$ cat config.mk
export PLATFORM = sky130hd
export DESIGN_NAME = sswc_sense_switch
export DESIGN_NICKNAME = d
export VERILOG_FILES = /design/src/verilog/sswc_sense_switch.v
export VERILOG_INCLUDE_DIRS = /design/src /design/src/verilog
export SDC_FILE = /design/constraint.sdc
export NUM_CORES = 1
export LEC_CHECK = 0
export BUFFER_PORTS_ARGS = -buffer_cell sky130_fd_sc_hd__buf_2
export CORE_MARGIN = 5
export CORE_UTILIZATION = 45
export DETAILED_ROUTE_END_ITERATION = 6
export PLACE_DENSITY = 0.66
export SLEW_MARGIN = 10
export SYNTH_ARGS = -nofsm -noshare
export SYNTH_HDL_FRONTEND = slang
export SYNTH_SLANG_ARGS = --single-unit
export TNS_END_PERCENT = 30
$ cat constraint.sdc
create_clock -name core_clk_i -period 14.23 [get_ports core_clk_i]
set_input_delay 1.423 -clock core_clk_i [delete_from_list [all_inputs] [get_ports core_clk_i]]
set_output_delay 1.423 -clock core_clk_i [all_outputs]
set_load 0.01 [all_outputs]
$ cat src/verilog/sswc_consts.vh
// Constants for the sense switch control block.
// Assumes inclusion by the design file and the testbench; definitions only.
`ifndef SSWC_CONSTS_VH
`define SSWC_CONSTS_VH

// ----------------------------------------
// Register offsets (word offsets)
// ----------------------------------------
`define SSWC_REG_CTRL      4'h0
`define SSWC_REG_CAL       4'h1
`define SSWC_REG_STATUS    4'h2
`define SSWC_REG_IRQ_STAT  4'h3
`define SSWC_REG_IRQ_MASK  4'h4
`define SSWC_REG_SWITCH    4'h5

// ----------------------------------------
// Control register fields
// ----------------------------------------
`define SSWC_CTRL_EMF_EN     0
`define SSWC_CTRL_SH_EN      1
`define SSWC_CTRL_RDSON      2
`define SSWC_CTRL_EXT_TAP    3
`define SSWC_CTRL_EMF_SH     4
`define SSWC_CTRL_GAIN_LO    5
`define SSWC_CTRL_GAIN_HI    6
`define SSWC_CTRL_TGT_LO     8
`define SSWC_CTRL_TGT_HI     11
`define SSWC_CTRL_RESET      12'h000

// ----------------------------------------
// Calibration register fields
// ----------------------------------------
`define SSWC_CAL_REQ_LO      0
`define SSWC_CAL_REQ_HI      2
`define SSWC_CALIBRATE_INPUT_CONNECTION        3

// ----------------------------------------
// Interrupt status bits
// ----------------------------------------
`define SSWC_IRQ_CAL_DONE    0
`define SSWC_IRQ_OC_A        1
`define SSWC_IRQ_OC_B        2
`define SSWC_IRQ_OC_C        3

// ----------------------------------------
// Gain codes and timing
// ----------------------------------------
`define SSWC_GAIN_5          2'h0
`define SSWC_GAIN_10         2'h1
`define SSWC_GAIN_20         2'h2
`define SSWC_GAIN_40         2'h3
`define SSWC_CLK_HZ          25000000
`define SSWC_CAL_TIME_US     768
`define SSWC_CAL_CYCLES      (`SSWC_CAL_TIME_US * (`SSWC_CLK_HZ / 1000000))
`define SSWC_PROP_NS         40
`define SSWC_PROP_CYCLES     ((`SSWC_PROP_NS * (`SSWC_CLK_HZ / 1000000) + 999) / 1000)
`define SSWC_TGT_UNIT_NS     40
`define SSWC_SHORT_CYCLES    4

`endif

$ cat src/verilog/sswc_sense_switch.v
// Sense switch control: phase select decoding, output mux select,
// on-resistance and sample/hold switch timing, amplifier calibration.
// Assumes one 25 MHz clock, Avalon-MM slave, pins sampled asynchronously.
// Overview of operation
// (RULE1) Phase-select pins 00 none, 01 A, 10 B, 11 C.
// (RULE2) With sample/hold, output pins select held channel A, B, C or none.
// (RULE3) On-resistance mode: sense input closed only while that low-side is on.
// (RULE4) High-voltage sense switch closes after low-side on plus transition time.
// (RULE5) Back-EMF enabled keeps chain link switch to third amplifier closed.
// (RULE6) Back-EMF enabled: third amplifier in EMF chain, two amps sense current.
// (RULE7) Center-tap or virtual-center switch per configuration, never both.
// (RULE8) Single-shunt sample/hold: sense phase A only, phase B overcurrent kept.
// (RULE9) No EMF, no sample/hold: three currents pass continuously, unswitched.
// (RULE10) Four gain settings 5, 10, 20, 40 V/V.
// (RULE11) Calibrate all three amplifiers automatically after reset.
// (RULE12) Calibration opens inputs, shorts them, gain 40, then auto-zero.
// (RULE13) Software calibration bits calibrate each selected amplifier, several at once.
// (RULE14) Three-amplifier calibration takes about 768 us.
// (RULE15) Connection bit: shorted inputs or inputs left on external shunt.
// (RULE16) Overcurrent monitored on every amplifier regardless of sample/hold.
// (RULE17) Sample switch closes after 40 ns plus transition time, opens on gate-off.
// (RULE18) Select pins synchronised before decoding.
`timescale 1ns/1ps
`include "sswc_consts.vh"

module sswc_sense_switch #(
	parameter CAL_CYCLES = `SSWC_CAL_CYCLES
) (
	input  wire        core_clk_i,
	input  wire        rst_i,
	input  wire [3:0]  avs_address_i,
	input  wire        avs_read_i,
	input  wire        avs_write_i,
	input  wire [31:0] avs_writedata_i,
	output reg  [31:0] avs_readdata_o,
	output reg         avs_waitrequest_o,
	input  wire        phase_select_bit1_i,
	input  wire        phase_select_bit2_i,
	input  wire        third_output_or_select1_i,
	input  wire        second_output_or_select2_i,
	input  wire [2:0]  low_side_on_i,
	input  wire [2:0]  gate_drive_on_i,
	input  wire [2:0]  overcurrent_i,
	output reg  [2:0]  phase_emf_switch_o,
	output reg  [2:0]  mux_channel_o,
	output reg  [2:0]  sense_input_switch_o,
	output reg  [2:0]  high_voltage_sense_switch_o,
	output reg  [2:0]  sample_switch_o,
	output reg         emf_chain_link_switch_o,
	output reg         center_tap_switch_o,
	output reg         virtual_center_switch_o,
	output reg  [2:0]  amp_current_enable_o,
	output reg  [2:0]  cal_short_o,
	output reg  [2:0]  autozero_o,
	output reg  [1:0]  gain_o,
	output reg         irq_o
);

// ----------------------------------------
// Helpers
// ----------------------------------------
	// One-hot decode shared by phase and mux selects
	function [2:0] sel_decode;
		input [1:0] code;
		begin
			case (code)
				2'h1:    sel_decode = 3'h1;
				2'h2:    sel_decode = 3'h2;
				2'h3:    sel_decode = 3'h4;
				default: sel_decode = 3'h0;
			endcase
		end
	endfunction

	localparam ST_IDLE  = 3'h1;
	localparam ST_SHORT = 3'h2;
	localparam ST_ZERO  = 3'h4;

// ----------------------------------------
// Registers and bus slave
// ----------------------------------------
	reg  [11:0] ctrl;
	reg  [2:0]  cal_req;
	reg         calibrate_input_connection;
	reg  [3:0]  irq_stat;
	reg  [3:0]  irq_mask;
	reg  [2:0]  cal_pend;
	reg  [2:0]  cal_cur;
	reg  [2:0]  cal_state;
	reg  [15:0] cal_cnt;
	reg         cal_done_ev;
	reg         bus_ack;

	wire        emf_en  = ctrl[`SSWC_CTRL_EMF_EN];
	wire        sh_en   = ctrl[`SSWC_CTRL_SH_EN];
	wire        rdson   = ctrl[`SSWC_CTRL_RDSON];
	wire        ext_tap = ctrl[`SSWC_CTRL_EXT_TAP];
	wire        emf_sh  = ctrl[`SSWC_CTRL_EMF_SH];
	wire [3:0]  tgt     = ctrl[`SSWC_CTRL_TGT_HI:`SSWC_CTRL_TGT_LO];
	wire        bus_req = (avs_read_i | avs_write_i) & ~bus_ack;
	wire        bus_wr  = bus_ack & avs_write_i;
	wire        wr_cal  = bus_wr & (avs_address_i == `SSWC_REG_CAL);
	wire [2:0]  oc_ev;
	wire [3:0]  events  = {oc_ev, cal_done_ev};

	// Waitrequest drops for one cycle: every access takes two edges
	always @(posedge core_clk_i or posedge rst_i) begin
		if (rst_i) begin
			bus_ack           <= 1'b0;
			avs_waitrequest_o <= 1'b1;
		end else begin
			bus_ack           <= bus_req;
			avs_waitrequest_o <= ~bus_req;
		end
	end

// ----------------------------------------
// Control and mask registers
// ----------------------------------------
	// Writes land at the edge that sees waitrequest low, never earlier
	always @(posedge core_clk_i or posedge rst_i) begin
		if (rst_i) begin
			ctrl     <= `SSWC_CTRL_RESET;
			calibrate_input_connection <= 1'b0;
			irq_mask <= 4'h0;
		end else if (bus_wr) begin
			case (avs_address_i)
				`SSWC_REG_CTRL:     ctrl <= avs_writedata_i[11:0];
				// (RULE15) Connection choice
				`SSWC_REG_CAL:      calibrate_input_connection <= avs_writedata_i[`SSWC_CALIBRATE_INPUT_CONNECTION];
				`SSWC_REG_IRQ_MASK: irq_mask <= avs_writedata_i[3:0];
				default:            ;
			endcase
		end
	end

// ----------------------------------------
// Interrupt status and line
// ----------------------------------------
	// Set wins over write-one-to-clear, so no event is lost
	always @(posedge core_clk_i or posedge rst_i) begin
		if (rst_i) begin
			irq_stat <= 4'h0;
			irq_o    <= 1'b0;
		end else begin
			if (bus_wr && (avs_address_i == `SSWC_REG_IRQ_STAT))
				irq_stat <= (irq_stat & ~avs_writedata_i[3:0]) | events;
			else
				irq_stat <= irq_stat | events;
			irq_o <= |(irq_stat & irq_mask);
		end
	end

// ----------------------------------------
// Read data
// ----------------------------------------
	// Loaded on the request edge so it stands while waitrequest is low
	always @(posedge core_clk_i or posedge rst_i) begin
		if (rst_i) begin
			avs_readdata_o <= 32'h0;
		end else if (bus_req & avs_read_i) begin
			case (avs_address_i)
				`SSWC_REG_CTRL:     avs_readdata_o <= {20'h0, ctrl};
				`SSWC_REG_CAL:      avs_readdata_o <= {28'h0, calibrate_input_connection, cal_pend | cal_cur};
				`SSWC_REG_STATUS:   avs_readdata_o <= {24'h0, cal_state, 2'h0, cal_cur};
				`SSWC_REG_IRQ_STAT: avs_readdata_o <= {28'h0, irq_stat};
				`SSWC_REG_IRQ_MASK: avs_readdata_o <= {28'h0, irq_mask};
				`SSWC_REG_SWITCH:   avs_readdata_o <= {26'h0, sample_switch_o,
					phase_emf_switch_o};
				default:            avs_readdata_o <= 32'h0;
			endcase
		end else begin
			avs_readdata_o <= 32'h0;
		end
	end

// ----------------------------------------
// Pin synchronisers
// ----------------------------------------
	// Three stages; a change counts only when stages two and three agree
	reg [3:0] pin_s1;
	reg [3:0] pin_s2;
	reg [3:0] pin_s3;
	reg [3:0] pin_val;
	reg [2:0] oc_s1;
	reg [2:0] oc_s2;
	reg [2:0] oc_s3;
	reg [2:0] oc_prev;

	// (RULE18) Select pins synchronised
	always @(posedge core_clk_i or posedge rst_i) begin
		if (rst_i) begin
			pin_s1  <= 4'h0;
			pin_s2  <= 4'h0;
			pin_s3  <= 4'h0;
			pin_val <= 4'h0;
			oc_s1   <= 3'h0;
			oc_s2   <= 3'h0;
			oc_s3   <= 3'h0;
			oc_prev <= 3'h0;
		end else begin
			pin_s1 <= {phase_select_bit1_i, phase_select_bit2_i,
				third_output_or_select1_i, second_output_or_select2_i};
			pin_s2 <= pin_s1;
			pin_s3 <= pin_s2;
			pin_val <= (pin_s2 & pin_s3) | (pin_val & (pin_s2 | pin_s3));
			oc_s1  <= overcurrent_i;
			oc_s2  <= oc_s1;
			oc_s3  <= oc_s2;
			oc_prev <= oc_s3;
		end
	end

	// (RULE16) Overcurrent edges on every amplifier, any mode
	assign oc_ev = oc_s2 & oc_s3 & ~oc_prev;

// ----------------------------------------
// Switch timing per phase
// ----------------------------------------
	// Delay counters cover propagation plus transition time
	reg  [5:0] ls_cnt [0:2];
	reg  [5:0] gd_cnt [0:2];
	wire [31:0] tgt_sum = {28'h0, tgt} + `SSWC_PROP_CYCLES;
	wire [5:0] tgt_cyc = tgt_sum[5:0];
	integer    p;

	always @(posedge core_clk_i or posedge rst_i) begin
		if (rst_i) begin
			for (p = 0; p < 3; p = p + 1) begin
				ls_cnt[p] <= 6'h0;
				gd_cnt[p] <= 6'h0;
			end
			high_voltage_sense_switch_o <= 3'h0;
			sample_switch_o             <= 3'h0;
		end else begin
			for (p = 0; p < 3; p = p + 1) begin
				// (RULE4) Close after on plus transition time
				if (!low_side_on_i[p] || !rdson || cal_cur[p]) begin
					ls_cnt[p] <= 6'h0;
					high_voltage_sense_switch_o[p] <= 1'b0;
				end else if (ls_cnt[p] < tgt_cyc) begin
					ls_cnt[p] <= ls_cnt[p] + 6'h1;
				end else begin
					high_voltage_sense_switch_o[p] <= 1'b1;
				end
				// (RULE17) Sample closes late, opens on gate-off
				if (!gate_drive_on_i[p] || !(sh_en || emf_sh)) begin
					gd_cnt[p] <= 6'h0;
					sample_switch_o[p] <= 1'b0;
				end else if (gd_cnt[p] < tgt_cyc) begin
					gd_cnt[p] <= gd_cnt[p] + 6'h1;
				end else begin
					sample_switch_o[p] <= 1'b1;
				end
			end
		end
	end

// ----------------------------------------
// Calibration sequencer
// ----------------------------------------
	reg [2:0] next_pend;

	always @* begin
		next_pend = cal_pend;
		// (RULE13) Any subset of amplifiers
		if (wr_cal)
			next_pend = cal_pend | avs_writedata_i[`SSWC_CAL_REQ_HI:`SSWC_CAL_REQ_LO];
	end

	// Several requested amplifiers calibrate together, sharing one slot
	always @(posedge core_clk_i or posedge rst_i) begin
		if (rst_i) begin
			// (RULE11) All three after reset
			cal_pend    <= 3'h7;
			cal_cur     <= 3'h0;
			cal_state   <= ST_IDLE;
			cal_cnt     <= 16'h0;
			cal_done_ev <= 1'b0;
		end else begin
			cal_done_ev <= 1'b0;
			case (cal_state)
				ST_IDLE: begin
					cal_pend <= next_pend;
					if (next_pend != 3'h0) begin
						cal_cur   <= next_pend;
						cal_pend  <= 3'h0;
						cal_cnt   <= 16'h0;
						cal_state <= ST_SHORT;
					end
				end
				// (RULE12) Inputs shorted, then auto-zero
				ST_SHORT: begin
					cal_pend <= next_pend;
					cal_cnt  <= cal_cnt + 16'h1;
					if (cal_cnt == `SSWC_SHORT_CYCLES - 1) begin
						cal_cnt   <= 16'h0;
						cal_state <= ST_ZERO;
					end
				end
				// (RULE14) Auto-zero length
				ST_ZERO: begin
					cal_pend <= next_pend;
					cal_cnt  <= cal_cnt + 16'h1;
					if (cal_cnt == CAL_CYCLES[15:0] - 16'h1) begin
						cal_cur     <= 3'h0;
						cal_done_ev <= 1'b1;
						cal_state   <= ST_IDLE;
					end
				end
				default: cal_state <= ST_IDLE;
			endcase
		end
	end

// ----------------------------------------
// Select decode
// ----------------------------------------
	// Pins pass the synchroniser first, so no decode glitch reaches a switch
	always @(posedge core_clk_i or posedge rst_i) begin
		if (rst_i) begin
			phase_emf_switch_o <= 3'h0;
			mux_channel_o      <= 3'h0;
		end else begin
			// (RULE1) Phase decode
			phase_emf_switch_o <= emf_en ? sel_decode(pin_val[3:2]) : 3'h0;
			// (RULE2) Mux select pins
			mux_channel_o <= (sh_en || emf_sh) ? sel_decode(pin_val[1:0]) : 3'h0;
		end
	end

// ----------------------------------------
// Sense path switches
// ----------------------------------------
	always @(posedge core_clk_i or posedge rst_i) begin
		if (rst_i) begin
			sense_input_switch_o    <= 3'h0;
			emf_chain_link_switch_o <= 1'b0;
			center_tap_switch_o     <= 1'b0;
			virtual_center_switch_o <= 1'b0;
			amp_current_enable_o    <= 3'h0;
		end else begin
			// (RULE3) (RULE9) Switched or continuous inputs, opened for calibration
			sense_input_switch_o <= ~cal_cur & (rdson ? low_side_on_i : 3'h7);
			// (RULE5) Chain link held closed
			emf_chain_link_switch_o <= emf_en;
			// (RULE7) Exclusive neutral reference
			center_tap_switch_o     <= emf_en & ext_tap;
			virtual_center_switch_o <= emf_en & ~ext_tap;
			// (RULE6) (RULE8) Current amplifiers in use
			if (emf_en && sh_en && emf_sh && !rdson)
				amp_current_enable_o <= 3'h1;
			else if (emf_en)
				amp_current_enable_o <= 3'h3;
			else
				amp_current_enable_o <= 3'h7;
		end
	end

// ----------------------------------------
// Calibration outputs
// ----------------------------------------
	// Gain override follows the active set, so it spans short and auto-zero
	always @(posedge core_clk_i or posedge rst_i) begin
		if (rst_i) begin
			cal_short_o <= 3'h0;
			autozero_o  <= 3'h0;
			gain_o      <= `SSWC_GAIN_5;
		end else begin
			// (RULE15) Short only when not left on shunt
			cal_short_o <= (cal_state == ST_IDLE || calibrate_input_connection) ? 3'h0 : cal_cur;
			autozero_o  <= (cal_state == ST_ZERO) ? cal_cur : 3'h0;
			// (RULE10) (RULE12) Gain, forced to 40 while calibrating
			gain_o <= (cal_cur != 3'h0) ? `SSWC_GAIN_40
				: ctrl[`SSWC_CTRL_GAIN_HI:`SSWC_CTRL_GAIN_LO];
		end
	end

endmodule

==> After elaboration in Yosys (flattened, before gate mapping) <==
Cells that the tools add are included.
{ "word_totals": {"in_bits": 53, "reg_bits": 175, "out_inout_bits": 63} }
{ "op_classes": {"n_reduce_logical": 43, "eq_ne": 25, "addsub": 8, "bitwise": 26, "mux": 52, "order_cmp": 6} }
{ "ops": {"columns": ["op", "count"], "rows": [
  ["$mux 6", 12],
  ["$pmux 12 s6", 1],
  ["$pmux 16 s3", 1],
  ["$mux 3", 14],
  ["$add 6x1->6 const B", 6],
  ["$lt 6x5->1", 6],
  ["$mux 16", 2],
  ["$mux 32", 1],
  ["$pmux 3 s3", 3],
  ["$ne 2x2->1 const B", 9],
  ["$add 16x1->16 const B", 1],
  ["$and 4x4->4", 4],
  ["$eq 16x15->1 const B", 1],
  ["$eq 16x2->1 const B", 1],
  ["$or 4x4->4", 4],
  ["$reduce_bool 2->1", 8],
  ["$mux 1", 14],
  ["$pmux 3 s2", 2],
  ["$logic_or 1x1->1", 11],
  ["$and 3x3->3", 3],
  ["$reduce_bool 3->1", 3],
  ["$eq 2x2->1 const B", 4],
  ["$eq 4x2->1 const B", 2],
  ["$eq 4x3->1 const B", 2],
  ["21 further kinds", 45]
]} }

==> Depth between registers and ports, before layout <==
{ "depth": {"ltp_word": 6, "ltp_mapped": 8} }

==> Worst setup path after synthesis <==
OpenSTA, ideal clock, no wires.
{ "synth_path": {"path_kind": "input to register", "start": "in avs_address_i[0]", "end": "reg ctrl[0]", "path_slack_ps": 11550, "required_ps": 14105, "stages": 5, "arrival_ps": 2555, "path_cell_list": "buf_2 nor2_1 nand4_1 buf_1 mux2_2"} }
{ "synth_between": {"elab_chain_len": 2} }
{ "synth_lines": {"columns": ["item", "line", "text"], "rows": [
  ["from (decl)", "sswc_sense_switch.v:31", "input wire [3:0] avs_address_i,"],
  ["$logic_not 4->1", "sswc_sense_switch.v:127", "case (avs_address_i)"],
  ["$reduce_and 2->1 (no source line)", null, null],
  ["to (signal assigned)", "sswc_sense_switch.v:123", "ctrl <= `SSWC_CTRL_RESET;"],
  ["to (signal assigned)", "sswc_sense_switch.v:128", "`SSWC_REG_CTRL: ctrl <= avs_writedata_i[11:0];"],
  ["to (decl)", "sswc_sense_switch.v:82", "reg [11:0] ctrl;"]
]} }
Every way passes these cells.
A chain may end at the register's enable or synchronous reset.

==> Worst setup path in the final report <==
{ "layout_path": {"start": "reg ctrl[8]", "end": "reg gd_cnt[2] (netlist name)"} }
{ "layout_between": {"elab_chain_len": 3} }
{ "layout_lines": {"columns": ["item", "line", "text"], "rows": [
  ["$add 4x1->5 (no source line)", null, null],
  ["$lt 6x5->1", "sswc_sense_switch.v:250", "end else if (gd_cnt[p] < tgt_cyc) begin"],
  ["$reduce_bool 2->1 (no source line)", null, null],
  ["to (signal, indexed assignment)", "sswc_sense_switch.v:251", "gd_cnt[p] <= gd_cnt[p] + 6'h1;"],
  ["to (decl)", "sswc_sense_switch.v:222", "reg [5:0] gd_cnt [0:2];"]
]} }
Every way passes these cells.

==> metrics.yaml <==
timing:
  worstMarginPinSlew_ns: 1.06
  slew_headroom: 0.294
  setup_violations: 0
  whs_ns: 0.347
  maxSlewViolCount: 0
  rsz0062_at_grt: "no"
  min_period_over_period: 0.224
  setup_tns_ns: 0
  fin_skew_ns: 0.00871
  fmax_ghz: 0.314
  hold_viol: 0
  min_period_ns: 3.18
critical_path:
  arrival_ns: 3.53
  worst-path-max-fanout: 11
  start_kind: "flop"
  critPathKind: "flop to flop"
  worstSetupEndpointType: "flop"
  cp.required_ns: 14.57
finish:
  final_common_cell: "dfrtp_1"
  antennaDiodeCount: 0
  most-common-layout-cells: "150 x dfrtp_1, 78 x nand2_1, 75 x buf_2"
  nFillCells: 1500
  drive_above_1_share: 0.203
  nNetsFinal: 858
  post-route-util: 0.522
  regArea_um2: 3880
  multiInputGateArea_um2: 3380
  syn_to_final_growth_pct: 14.2
  stdcell_area_um2: 8590
clocking:
  clock_path_buffers: 2
  cts_root_buffer: "clkbuf_16"
  numCtsBuffers: 17
  h-tree-depth: 4
  cts_resized: 0
  clkTransAtPathRegs_ns: 0.07
  insertion_delay_ns: 0.43
  cts.sinks: 155
  cts_hold_buf: 0
  cts_tree: "yes"
  post_cts_buffers: 0
min_path:
  hold_path.class: "flop to flop"
place:
  place_area_um2: 8000
  place.gp.congestion: 0.883
  port-buffer-count: 75
  dp_hpwl_um: 12400
synthesis:
  synthAdderAreaFrac: 0.0527
  synth_ff_type: "dfrtp_1"
  yosysWarningCount: 0
  synth_compound_area_frac: 0.142
  synthXorXnorAreaFrac: 0.00682
  syn_inst: 706
  synth_area_um2: 7520
  async_flop_share: 1.00
  ys_ff_latch: 155
  synth_top_family_by_area: "simple AND/OR/NAND/NOR gates"
  synth.distinct_cells: 78
  syn_area_per_cell_um2: 10.7
  synth-edff-count: 0
  synthSimpleGateAreaFrac: 0.179
  synth_mux_area_frac: 0.0589
  seq_area_frac_synth: 0.516
grt:
  grtUsageTotal: 0.185
  antenna_found_initial: 0
  grt_start_max_net_pins: 80
  grt_pass1_wl_um: 29200
  grt-ovfl-total: 0
  grt_pass1_vias: 5817
detailed_routing:
  drt_iter0_drc: 519
  first_pass_iters: 5
  drc_errors: 0
  wl_per_cell_um: 17.2
  wirelength_um: 17400
  ant_nets: 0
  vias: 5759
  drt-vias-per-instance: 5.69
die:
  io_pins: 116
  chipHeight_um: 139
  initial_utilization: 0.457
  die_area_um2: 19400
  fp-row-count: 47
  core-area_um2: 16500
  die_w_um: 139
power:
  power_frac_clock: 0.349
  p_per_area_nw_per_um2: 148
  pwr-share-comb: 0.201
  p_int_mw: 0.839
  switching_share: 0.341
  power_frac_seq: 0.450
  p_leak_nw: 3.99
  ir_drop_mv: 0.0925
  p_total_mw: 1.27
  switchingPower_mw: 0.434
run:
  cap_violations: 0
status:
  outcome: "completed"
==> stage by stage <==
| step | instances | setup WS, ns |
|---|---|---|
| finish | 1012 | 11.05 |
| global route | 1012 | 10.89 |
| CTS | 1012 | 11.02 |
| global placement | 980 | 10.74 |
| floorplan | 725 | 8.64 |
| detailed placement | 980 | 10.73 |
==> synth_stat cells, drive strengths merged (14+ instances only) <==
cell | instances | area, um2
dfrtp | 150 | 3750
a31oi | 14 | 87.6
inv | 17 | 63.8
o21ai | 26 | 130
nor2 | 49 | 184
nand2 | 79 | 299
mux2i | 15 | 150
nand2b | 14 | 87.6
ha | 26 | 325
mux2 | 20 | 225
a21oi | 49 | 249
buf | 31 | 214
nand3 | 24 | 133
nor3 | 14 | 70.1
==> layout make-up <==
type / instances / area share
flip-flops and latches: 155 / 0.452
multi-input cells: 512 / 0.394
clock buffers: 17 / 0.0495
repair buffers: 76 / 0.0446
well taps: 220 / 0.0321
clock inverters: 15 / 0.0195
inverters: 17 / 0.00801
==> routing by layer <==
| layer | part of all wire | vias to the layer above | track usage |
|---|---|---|---|
| li1 | - | 2694 | - |
| met1 | 0.43 | 2836 | 0.238 |
| met5 | 0 | - | 0 |
| met2 | 0.50 | 204 | 0.313 |
| met4 | 0.017 | 0 | 0.0536 |
| met3 | 0.055 | 25 | 0.0453 |
==> power groups by stage <==
stage,clock (mW),sequential (mW),combinational [mW]
2_1_floorplan,0,0.550,0.211
3_3_place_gp,0,0.576,0.244
3_5_place_dp,0,0.578,0.253
4_1_cts,0.455,0.571,0.256
5_1_grt,0.476,0.583,0.289
6_report,0.444,0.573,0.256
==> kinds of logic after synthesis <==
family                     after synthesis
AOI/OAI and AO/OA                      158
xor gates and xnor gates                 5
adders and majority gates               33
buffers and inverters                   58
DFF                                    155
muxes                                   38
other                                    2
and+or+nand+nor                        257
==> sequential cells by signal (all words and copies together) (netlist names), 4 cells and up <==
| name | flops |
|---|---|
| pin_s3 | 4 |
| irq_stat | 4 |
| pin_val | 4 |
| gd_cnt | 18 |
| pin_s2 | 4 |
| pin_s1 | 4 |
| irq_mask | 4 |
| ctrl | 12 |
| cal_cnt | 16 |
| avs_readdata_o | 12 |
| ls_cnt | 18 |
==> final timing paths <==
kind                            from                  to  slack, ns  depth (start not counted)
setup / recovery             ctrl[8]           gd_cnt[2]      11.05                          8
hold / removal             pin_s1[0]           pin_s2[0]       0.35                          0
setup reg to reg             ctrl[8]           gd_cnt[2]      11.05                          8
hold reg to reg            pin_s1[0]           pin_s2[0]       0.35                          0
max in group asynchronous      rst_i  sample_switch_o[2]      11.67                          3
min in group asynchronous      rst_i           pin_s3[1]       1.11                          2
==> worst max-delay path, stage by stage, from the launching register on <==
cell and delay [ns]:
dfrtp_1 0.55, ha_1 0.32, xnor2_1 0.60, ha_1 0.40
o211a_1 0.16, a211oi_4 0.22, nor3_1 0.18, or4_1 0.53
a21oi_1 0.15
(Power assumes the default switching activity.)
